File: config.mk
export PLATFORM = sky130hd
export DESIGN_NAME = integer_product_hilo_unit
export DESIGN_NICKNAME = d
export VERILOG_FILES = /design/src/logic/product_unit_pkg.sv /design/src/logic/product_engine.sv /design/src/logic/integer_product_hilo_unit.sv
export VERILOG_INCLUDE_DIRS = /design/src /design/src/logic
export SDC_FILE = /design/constraint.sdc
export NUM_CORES = 2
export LEC_CHECK = 0
export ABC_AREA = 1
export BUFFER_PORTS_ARGS = -buffer_cell sky130_fd_sc_hd__buf_2
export CORE_UTILIZATION = 57
export DETAILED_ROUTE_END_ITERATION = 8
export PLACE_DENSITY = 0.87
export SYNTH_ARGS = -nofsm -noshare
export SYNTH_HDL_FRONTEND = slang
export SYNTH_SLANG_ARGS = --single-unit
File: constraint.sdc
create_clock -name clk -period 5.5 [get_ports clk]
set_input_delay 1.1 -clock clk [delete_from_list [all_inputs] [get_ports clk]]
set_output_delay 1.1 -clock clk [all_outputs]
set_load 0.005 [all_outputs]
File: src/logic/product_unit_consts.svh
// Encoding fields, reset values and engine step size of the integer product unit
`ifndef PRODUCT_UNIT_CONSTS_SVH
`define PRODUCT_UNIT_CONSTS_SVH

// ==========================================================================
// Instruction fields
`define OPC_SPECIAL 6'h00
`define OPC_SECONDARY 6'h1C
`define FN_LEGACY_PRODUCT 6'h02
`define FN_SIGNED_PRODUCT 6'h18
`define FN_UNSIGNED_PRODUCT 6'h19
`define FN_MOVE_BOTTOM 6'h13
`define SHAMT_ZERO 5'h00
`define SHAMT_LOW_WORD 5'h02
`define SHAMT_HIGH_WORD 5'h03

// ==========================================================================
// Reset values and engine step
`define WORD_RESET 32'h0000_0000
`define PROD_RESET 64'h0000_0000_0000_0000
`define STEP_BITS 8

`endif

File: src/logic/product_unit_pkg.sv
// Types shared by the integer product unit and its engine
package product_unit_pkg;

  // ==========================================================================
  // Issued operation
  typedef struct packed {
    logic [31:0] instr;
    logic [63:0] srcA;
    logic [63:0] srcB;
  } issue_t;

  // ==========================================================================
  // General register write-back
  typedef struct packed {
    logic [4:0] dest;
    logic [31:0] data;
  } writeback_t;

  typedef enum logic [2:0] {
    OP_NONE,
    OP_MOVE_BOTTOM,
    OP_PAIR,
    OP_LEGACY,
    OP_LOW_WORD,
    OP_HIGH_WORD
  } op_kind_t;

  typedef enum logic {
    ST_IDLE,
    ST_RUN
  } unit_state_t;

endpackage

File: src/logic/product_engine.sv
// Iterative 32x32 multiplier whose latency follows the second operand's size
`include "product_unit_consts.svh"
module product_engine
  import product_unit_pkg::*;
(
  // Clock and reset
  input wire logic clk,
  input wire logic rst_n,
  // Request
  input wire logic start,
  input wire logic [31:0] opA,
  input wire logic [31:0] opB,
  input wire logic isSigned,
  // Answer
  output logic busy,
  output logic done,
  output logic [63:0] product
);

  // ==========================================================================
  // State
  logic busy_r, busy_nxt, done_r, done_nxt, neg_r, neg_nxt;
  logic [63:0] acc_r, acc_nxt, mcand_r, mcand_nxt, prod_r, prod_nxt;
  logic [31:0] mplier_r, mplier_nxt;

  // Sign is stripped first so the early stop works on magnitudes
  always_comb begin
    logic negA;
    logic negB;
    logic [31:0] magA;
    logic [31:0] magB;
    negA = isSigned & opA[31];
    negB = isSigned & opB[31];
    magA = negA ? 32'(-opA) : opA;
    magB = negB ? 32'(-opB) : opB;
    busy_nxt = busy_r;
    done_nxt = 1'b0;
    neg_nxt = neg_r;
    acc_nxt = acc_r;
    mcand_nxt = mcand_r;
    mplier_nxt = mplier_r;
    prod_nxt = prod_r;
    if (start && !busy_r) begin
      busy_nxt = 1'b1;
      neg_nxt = negA ^ negB;
      acc_nxt = `PROD_RESET;
      mcand_nxt = {32'h0000_0000, magA};
      mplier_nxt = magB;
    end else if (busy_r) begin
      acc_nxt = 64'(acc_r + 64'(mcand_r * mplier_r[`STEP_BITS-1:0]));
      mcand_nxt = mcand_r << `STEP_BITS;
      mplier_nxt = mplier_r >> `STEP_BITS;
      // Stop as soon as no multiplier bits remain
      if (mplier_nxt == 32'h0000_0000) begin  // RULE16
        busy_nxt = 1'b0;
        done_nxt = 1'b1;
        prod_nxt = neg_r ? 64'(-acc_nxt) : acc_nxt;
      end
    end
  end

  always_ff @(posedge clk or negedge rst_n) begin
    if (!rst_n) begin
      busy_r <= 1'b0;
      done_r <= 1'b0;
      neg_r <= 1'b0;
      acc_r <= `PROD_RESET;
      mcand_r <= `PROD_RESET;
      mplier_r <= `WORD_RESET;
      prod_r <= `PROD_RESET;
    end else begin
      busy_r <= busy_nxt;
      done_r <= done_nxt;
      neg_r <= neg_nxt;
      acc_r <= acc_nxt;
      mcand_r <= mcand_nxt;
      mplier_r <= mplier_nxt;
      prod_r <= prod_nxt;
    end
  end

  assign busy = busy_r;
  assign done = done_r;
  assign product = prod_r;
endmodule

File: src/logic/integer_product_hilo_unit.sv
// Integer product unit with upper and bottom product registers
`include "product_unit_consts.svh"

// Functional notes
// RULE1 - Move copies source register into bottom product
// RULE2 - Software reads pending pair result before overwriting
// RULE3 - Move after unread result may spoil upper
// RULE4 - No spacing between product read and write
// RULE5 - Legacy multiply decoded from secondary group
// RULE6 - Legacy multiply writes signed low word
// RULE7 - Multiplies never raise arithmetic exceptions
// RULE8 - Reading pending destination stalls until written
// RULE9 - Newer variants selected by shift and function
// RULE10 - Low variants return product low word
// RULE11 - High variants return product high word
// RULE12 - Operand bits above 31 are ignored
// RULE13 - Pair multiply writes bottom and upper words
// RULE14 - Sixth release rejects pair, move, legacy
// RULE15 - Matching high after low is fused
// RULE16 - Latency depends on second operand size
// RULE17 - Product reads stall during pair multiply
// RULE18 - Move and pair use special opcode
module integer_product_hilo_unit
  import product_unit_pkg::*;
(
  // Clock and reset
  input wire logic clk,
  input wire logic rst_n,
  // Configuration
  input wire logic release6Mode,
  // Issue
  input wire logic issueValid,
  input wire issue_t issue,
  output logic issueReady,
  output logic illegalOp,
  // General register write-back
  output logic wbValid,
  output writeback_t wb,
  // Destination interlock
  input wire logic [4:0] destQueryIdx,
  output logic destBusy,
  // Product register reads
  input wire logic prodRdValid,
  input wire logic prodRdUpper,
  output logic prodRdReady,
  output logic prodRdDone,
  output logic [31:0] prodRdData
);

  // ==========================================================================
  // Decode
  logic [5:0] opcode, func;
  logic [4:0] shamt, destIdx;
  logic [31:0] wordA, wordB;
  op_kind_t kind;
  logic kindSigned, accept;

  assign opcode = issue.instr[31:26];
  assign shamt = issue.instr[10:6];
  assign func = issue.instr[5:0];
  assign destIdx = issue.instr[15:11];
  assign wordA = issue.srcA[31:0];  // RULE12
  assign wordB = issue.srcB[31:0];  // RULE12

  always_comb begin
    kind = OP_NONE;
    kindSigned = 1'b1;
    if (opcode == `OPC_SECONDARY && func == `FN_LEGACY_PRODUCT && shamt == `SHAMT_ZERO) begin
      kind = release6Mode ? OP_NONE : OP_LEGACY;  // RULE5 RULE14
    end else if (opcode == `OPC_SPECIAL && func == `FN_MOVE_BOTTOM) begin
      kind = release6Mode ? OP_NONE : OP_MOVE_BOTTOM;  // RULE18 RULE14
    end else if (opcode == `OPC_SPECIAL
                 && (func == `FN_SIGNED_PRODUCT || func == `FN_UNSIGNED_PRODUCT)) begin
      kindSigned = (func == `FN_SIGNED_PRODUCT);  // RULE9
      if (shamt == `SHAMT_ZERO) begin
        kind = release6Mode ? OP_NONE : OP_PAIR;  // RULE18 RULE14
      end else if (shamt == `SHAMT_LOW_WORD) begin
        kind = OP_LOW_WORD;  // RULE9
      end else if (shamt == `SHAMT_HIGH_WORD) begin
        kind = OP_HIGH_WORD;  // RULE9
      end
    end
  end

  // ==========================================================================
  // Engine
  logic coreStart, coreDone, fuseHit;
  logic [63:0] coreProd;

  product_engine engine (
    .clk(clk),
    .rst_n(rst_n),
    .start(coreStart),
    .opA(wordA),
    .opB(wordB),
    .isSigned(kindSigned),
    .busy(),
    .done(coreDone),
    .product(coreProd)
  );

  // ==========================================================================
  // Control and product registers
  unit_state_t state_r, state_nxt;
  op_kind_t runKind_r, runKind_nxt;
  logic [4:0] runDest_r, runDest_nxt;
  logic [31:0] upper_r, upper_nxt, bottom_r, bottom_nxt;
  logic unread_r, unread_nxt, illegal_r, illegal_nxt;
  logic wbValid_r, wbValid_nxt, rdDone_r, rdDone_nxt;
  writeback_t wb_r, wb_nxt;
  logic [31:0] rdData_r, rdData_nxt;
  logic lastValid_r, lastValid_nxt, lastSigned_r, lastSigned_nxt;
  logic [31:0] lastA_r, lastA_nxt, lastB_r, lastB_nxt;
  logic [63:0] lastProd_r, lastProd_nxt;
  logic pairRunning, rdAccept;

  // Only one operation in flight keeps the interlock small
  assign issueReady = (state_r == ST_IDLE);
  assign accept = issueValid && issueReady;
  assign pairRunning = (state_r == ST_RUN) && (runKind_r == OP_PAIR);
  assign prodRdReady = !pairRunning;  // RULE17 RULE4
  assign rdAccept = prodRdValid && prodRdReady;
  assign destBusy = (state_r == ST_RUN) && (runKind_r != OP_PAIR)
                    && (runDest_r == destQueryIdx);  // RULE8
  assign fuseHit = (kind == OP_HIGH_WORD) && lastValid_r && lastSigned_r == kindSigned
                   && lastA_r == wordA && lastB_r == wordB;  // RULE15
  assign coreStart = accept && !fuseHit
                     && (kind == OP_PAIR || kind == OP_LEGACY
                         || kind == OP_LOW_WORD || kind == OP_HIGH_WORD);

  always_comb begin
    state_nxt = state_r;
    runKind_nxt = runKind_r;
    runDest_nxt = runDest_r;
    upper_nxt = upper_r;
    bottom_nxt = bottom_r;
    unread_nxt = unread_r;
    illegal_nxt = 1'b0;
    wbValid_nxt = 1'b0;
    wb_nxt = wb_r;
    rdDone_nxt = 1'b0;
    rdData_nxt = rdData_r;
    lastValid_nxt = lastValid_r;
    lastSigned_nxt = lastSigned_r;
    lastA_nxt = lastA_r;
    lastB_nxt = lastB_r;
    lastProd_nxt = lastProd_r;
    // Reads take the old value even beside a write in the same cycle
    if (rdAccept) begin
      rdDone_nxt = 1'b1;
      rdData_nxt = prodRdUpper ? upper_r : bottom_r;
      unread_nxt = 1'b0;
    end
    case (state_r)
      ST_IDLE: begin
        if (accept) begin
          lastValid_nxt = 1'b0;
          runKind_nxt = kind;
          runDest_nxt = destIdx;
          // Only undecodable or removed encodings trap, never overflow
          if (kind == OP_NONE) begin
            illegal_nxt = 1'b1;  // RULE7 RULE14
          end else if (kind == OP_MOVE_BOTTOM) begin
            bottom_nxt = wordA;  // RULE1
            // Upper keeps whatever it held, which is allowed to be stale
            unread_nxt = 1'b0;  // RULE3
          end else if (fuseHit) begin
            wbValid_nxt = 1'b1;  // RULE15
            wb_nxt = '{dest: destIdx, data: lastProd_r[63:32]};
          end else begin
            state_nxt = ST_RUN;
            if (kind == OP_LOW_WORD) begin
              lastValid_nxt = 1'b1;
              lastSigned_nxt = kindSigned;
              lastA_nxt = wordA;
              lastB_nxt = wordB;
            end
          end
        end
      end
      ST_RUN: begin
        if (coreDone) begin
          state_nxt = ST_IDLE;
          if (runKind_r == OP_PAIR) begin
            bottom_nxt = coreProd[31:0];  // RULE13
            upper_nxt = coreProd[63:32];  // RULE13
            unread_nxt = 1'b1;
          end else begin
            wbValid_nxt = 1'b1;
            wb_nxt.dest = runDest_r;
            // Legacy form leaves both product registers as they were
            if (runKind_r == OP_HIGH_WORD) begin
              wb_nxt.data = coreProd[63:32];  // RULE11
            end else begin
              wb_nxt.data = coreProd[31:0];  // RULE6 RULE10
            end
            lastProd_nxt = coreProd;
          end
        end
      end
      default: state_nxt = ST_IDLE;
    endcase
  end

  always_ff @(posedge clk or negedge rst_n) begin
    if (!rst_n) begin
      state_r <= ST_IDLE;
      runKind_r <= OP_NONE;
      runDest_r <= 5'h00;
      upper_r <= `WORD_RESET;
      bottom_r <= `WORD_RESET;
      unread_r <= 1'b0;
      illegal_r <= 1'b0;
      wbValid_r <= 1'b0;
      wb_r <= '0;
      rdDone_r <= 1'b0;
      rdData_r <= `WORD_RESET;
      lastValid_r <= 1'b0;
      lastSigned_r <= 1'b0;
      lastA_r <= `WORD_RESET;
      lastB_r <= `WORD_RESET;
      lastProd_r <= `PROD_RESET;
    end else begin
      state_r <= state_nxt;
      runKind_r <= runKind_nxt;
      runDest_r <= runDest_nxt;
      upper_r <= upper_nxt;
      bottom_r <= bottom_nxt;
      unread_r <= unread_nxt;
      illegal_r <= illegal_nxt;
      wbValid_r <= wbValid_nxt;
      wb_r <= wb_nxt;
      rdDone_r <= rdDone_nxt;
      rdData_r <= rdData_nxt;
      lastValid_r <= lastValid_nxt;
      lastSigned_r <= lastSigned_nxt;
      lastA_r <= lastA_nxt;
      lastB_r <= lastB_nxt;
      lastProd_r <= lastProd_nxt;
    end
  end

  assign illegalOp = illegal_r;
  assign wbValid = wbValid_r;
  assign wb = wb_r;
  assign prodRdDone = rdDone_r;
  assign prodRdData = rdData_r;
endmodule

=== Word level (Yosys, flattened, before mapping) ===
Index checks and enable logic that the tools add are counted.

* $add $sub $neg: 4
* $mul: 1
* Equality and inequality tests: 27
* Muxes and demuxes: 63
* Bitwise gates (word level): 9
* Reductions and logical operators: 35

{| class="wikitable"
|+ Operators with widths
! cell !! number
|-
| 2-to-1 mux 32 bit || 11
|-
| 2-to-1 mux 64 bit || 5
|-
| 2-to-1 mux 37 bit || 6
|-
| one-hot mux 37 bit (2 select lines) || 1
|-
| adder 64 bit || 1
|-
| == test 32 bit || 2
|-
| multiplier 64 x 8 -> 64 bit || 1
|-
| negator 32 bit || 2
|-
| negator 64 bit || 1
|-
| one-hot mux 32 bit (2 select lines) || 1
|-
| logical NOT 32 bit || 1
|-
| 2-to-1 mux 1 bit || 29
|-
| == test 6 x 5 -> 1 bit, second input constant || 4
|-
| 2-to-1 mux 3 bit || 6
|-
| logical AND 1 bit || 16
|-
| AND reduction 6 bit || 2
|-
| == test 5 x 2 -> 1 bit, second input constant || 2
|-
| != test 2 x 1 -> 1 bit, second input constant || 5
|-
| == test 3 x 2 -> 1 bit, second input constant || 3
|-
| == test 3 bit, second input constant || 3
|-
| AND reduction 3 bit || 3
|-
| == test 6 x 2 -> 1 bit, second input constant || 1
|-
| logical NOT 6 bit || 1
|-
| != test 2 bit, second input constant || 3
|-
| other kinds (16) || 29
|}

* Bits in registers: 502
* Input bits: 171
* Word-level logic and storage cells: 162

=== Longest topological paths before layout ===
* Depth in word-level cells: 18
* Depth in mapped cells: 35
* Gate-level depth less buffers: 33

=== Hierarchy ===
A second synthesis with hierarchy kept.

* Cells, all modules: 6349
* Area total of the unflattened synthesis: 44083.5 um^2

{| class="wikitable"
|+ By module, submodules not included
! module !! times used !! cells each !! area an instance (um^2) !! seq. area each (um^2)
|-
| product_engine || 1 || 4607 || 31413.9 || 5680.4
|-
| integer_product_hilo_unit || 1 || 1742 || 12669.7 || 6080.8
|}

=== Worst setup path before layout ===
No wires, ideal clock.

* Path type: register -> register
* Start: register engine.mplier_r[0]
* End: register engine.prod_r[36], in the netlist engine.product[36]
* Library setup time: 0.117 ns
* Data arrival time: 5.086 ns
* Path slack: 0.297 ns
* Stages on the path, launching flop included: 29
* Clock period less this slack: 5.203 ns
* Cells stage by stage: dfrtp_1 clkbuf_1 clkbuf_1 nand2_1 fa_1 inv_1 fa_1 fa_1 inv_1 fa_1 inv_1 ha_1 nand2_1 inv_2 a21oi_2 nand3b_1 nand2_4 nand2_2 nor2_4 nand2_2 nor2_2 nand2_2 nand2_4 nand2_4 nor2_2 o21ai_1 or2_0 nand3_1 nand2_1

* Longest elaborated chain between the ends: 4

{| class="wikitable"
|+ Ends and longest elaborated chain
! what !! line !! RTL
|-
| start, declared || product_engine.sv:24 || <nowiki>logic [31:0] mplier_r, mplier_nxt;</nowiki>
|-
| start signal, assigned || product_engine.sv:69 || <nowiki>mplier_r <= `WORD_RESET;</nowiki>
|-
| start signal, assigned || product_engine.sv:77 || <nowiki>mplier_r <= mplier_nxt;</nowiki>
|-
| multiplier 64 x 8 -> 64 bit * || product_engine.sv:50 || <nowiki>acc_nxt = 64'(acc_r + 64'(mcand_r * mplier_r[`STEP_BITS-1:0]));</nowiki>
|-
| adder 64 bit * || product_engine.sv:50 ||
|-
| negator 64 bit || product_engine.sv:57 || <nowiki>prod_nxt = neg_r ? 64'(-acc_nxt) : acc_nxt;</nowiki>
|-
| 2-to-1 mux 64 bit * || product_engine.sv:57 ||
|-
| end signal, assigned || product_engine.sv:70 || <nowiki>prod_r <= `PROD_RESET;</nowiki>
|-
| end signal, assigned || product_engine.sv:78 || <nowiki>prod_r <= prod_nxt;</nowiki>
|-
| end, declared || product_engine.sv:23 || <nowiki>logic [63:0] acc_r, acc_nxt, mcand_r, mcand_nxt, prod_r, prod_nxt;</nowiki>
|}

Mark *: on every way between the ends. The rest lies on a longest branch, timed or not.
A chain may end at the register's enable or synchronous reset.

=== Worst setup path after layout ===
* Start: register engine.mplier_r[3]
* End: register engine.prod_r[44], in the netlist engine.product[44]

The elaborated chain is that of the path after synthesis.

==> impl_metrics.json <==
{
  "nets": 6973,
  "final_area_sq_mm": 0.0507,
  "grt_pass1_wl_microns": 216000,
  "finalHoldViolations": 0,
  "yosysTopAreaCell": "dfrtp_1",
  "crit_start": "engine.mplier_r[3]",
  "clock.fmax_ghz": 0.174,
  "critPathKind": "reg2reg",
  "max-vdd-ir-drop_uv": 263,
  "power_density_mw_per_mm2": 176,
  "synth.distinct_cells": 50,
  "rows": 100,
  "path_common_cell": "nand2_1",
  "syn_avg_cell_area_sq_um": 7.24,
  "skew_ns": 0.0262,
  "detail-route-antenna-nets": 0,
  "cp.required_ns": 5.99,
  "cp.arrival_ns": 6.24,
  "cts_max_level": 2,
  "wl_per_cell_microns": 18.8,
  "cts_buffer_depth": 3,
  "syn_area_sq_mm": 0.0427,
  "drc": 0,
  "synth_flop_cell": "dfrtp_1",
  "grt_max_degree": 175,
  "fin_crit_ns": 5.75,
  "hold_path_class": "in2async",
  "drt-initial-drc-count": 4801,
  "setup_slack_ns": -0.250,
  "startpoint_type": "flop",
  "root_buffer": "clkbuf_16",
  "critPathTopFamily": "adder cells",
  "syn_inst": 5907,
  "critical_path.slowest_cell": "fa_1",
  "wirelength_microns": 138000,
  "critPathCaptureType": "flop",
  "cts_buffers": 53,
  "stdcell_count": 7336,
  "status": "finished, violations left",
  "grt_overflow_total": 0,
  "pin_count": 246,
  "hpwl_microns": 102000,
  "placed_cells": 7201,
  "syn_nets": 6564,
  "critPathMaxStageDelay_ns": 0.53,
  "cts_tree": "built",
  "vias_per_cell": 5.58,
  "synth_enable_flop_cells": 0,
  "die_x_microns": 276,
  "place_ws_ns": -0.208,
  "clkLatencyLatePin_ns": 0.64,
  "yosysWarnings": 0,
  "die_area_sq_mm": 0.0761,
  "setup_viol": 33,
  "yosysSeqAreaShare_pct": 27.5,
  "synth_area_leaders": "dfrtp_1, fa_1, nand2_1, inv_1, nor2_1",
  "grt_pass1_vias": 41000,
  "dpl_cell_area_sq_mm": 0.0473,
  "coreArea_sq_mm": 0.0743,
  "slew_violations": 0,
  "die_y_microns": 276,
  "clk_pin_slew_ns": 0.07,
  "final_common_cell": "nand2_1",
  "vias": 41000,
  "place.gp.congestion": 1.02,
  "antenna_found_initial": 8,
  "critPathBufInv": 8,
  "layout_common_cells": "nand2_1, inv_1, dfrtp_1, fa_1, buf_4",
  "drtPass1Iterations": 9,
  "finalPower_w": 0.00891,
  "r2r-start": "engine.mplier_r[3]",
  "p_leak_nw": 28.8,
  "rsz0062_at_grt": "true",
  "portBuffers": 171,
  "max_cap_viol_count": 0,
  "cp_max_fo": 6,
  "worstMarginPinSlew_ns": 1.14,
  "layout-drive-gt1-share_pct": 17.2,
  "synth_top_area_share_pct": 27.5,
  "violations": "setup timing",
  "maxSlewHeadroom_pct": 23.5,
  "area_delta_synth_final_pct": 18.6,
  "final_util_pct": 68.2,
  "min_period_over_period_pct": 105,
  "initial_utilization_pct": 57.5,
  "async_reset_ff_share_pct": 100,
  "cts.sinks": 470,
  "ys_ff_latch": 470,
  "grt_util_all_layers_pct": 36.4
}
[cell type report]
cell class | instances | area [sq um]
Multi-Input combinational cell | 3818 | 26100
Fill cell | 5599 | 23600
Sequential cell | 470 | 11800
Inverter | 1368 | 5140
Timing Repair Buffer | 605 | 4570
Clock buffer | 68 | 1450
Tap cell | 969 | 1210
Clock inverter | 31 | 424
Antenna cell | 7 | 17.5
[worst reg2reg max path, delay by kind of cell, from the launching register on]
kind / cells / cell delay, ns
adders and majority gates: 5 / 2.33
and+or+nand+nor: 16 / 1.79
buffers and inverters: 8 / 0.82
DFF: 1 / 0.48
AOI/OAI and AO/OA: 2 / 0.19
[sequential cells by signal (all words and copies together) (netlist names), 37 cells and up]
| signal | flops |
|---|---|
| wb | 37 |
| engine.product | 64 |
| engine.acc_r | 64 |
| engine.mcand_r | 64 |
[power by group]
group | switching, W | total, W | internal, W
registers | 0.0000666 | 0.00361 | 0.00354
logic | 0.000932 | 0.00146 | 0.000527
clock network | 0.00158 | 0.00384 | 0.00226
total | 0.00258 | 0.00891 | 0.00633
[per-stage QoR]
step / hold WS, ns / setup TNS [ns]
2_1_floorplan: 0.449 / 0
3_3_place_gp: 0.466 / -0.621
3_5_place_dp: 0.467 / -3.78
4_1_cts: 0.466 / -0.144
5_1_grt: 0.503 / -12.28
6_report: 0.449 / -3.87
[synth_stat cells, types with 76 or more instances]
| cell | n |
|---|---|
| o21ai_0 | 239 |
| nor2_1 | 392 |
| fa_1 | 410 |
| inv_1 | 1349 |
| nand3_1 | 182 |
| dfrtp_1 | 470 |
| nand2_1 | 1675 |
| o22ai_1 | 92 |
| clkbuf_1 | 178 |
| xor2_1 | 112 |
| a21oi_1 | 175 |
| ha_1 | 76 |
[worst paths after layout]
path,endpoint,slack [ns],cells past startpoint
setup / recovery,engine.product[44],-0.25,31
hold / removal,lastB_r[23],0.45,1
hold reg to reg,engine.product[58],0.49,2
max in group asynchronous,engine.acc_r[63],3.64,2
setup reg to reg,engine.product[44],-0.25,31
min in group clk,engine.product[58],0.49,2
[cell families (layout without fill, tap and decap cells)]
logic type,Yosys count,after routing,share of synthesized area (%)
other,0,7,0
buffers and inverters,1619,2072,14.5
AO/OA/AOI/OAI,683,683,9.19
adder cells (fa/ha/maj),486,486,21.4
flip-flops,470,470,27.5
AND/OR/NAND/NOR,2487,2487,24.0
XOR/XNOR,155,155,3.18
multiplexers,7,7,0.184
[repair_timing]
item | in CTS | in global routing
cloned | 1 | 2
setup buffers | 8 | 18
hold buffers | 0 | 0
pin swaps | 14 | 26
endpoints found under the setup margin | 38 | 47
resized for setup | 141 | 147
[metal layers]
layer,global-route usage [%],part of all wire (%)
met5,0,0
met4,21.3,6.6
met3,7.00,10
met2,58.3,46
met1,46.0,37
Note: power is estimated with default switching activity, not from simulation.
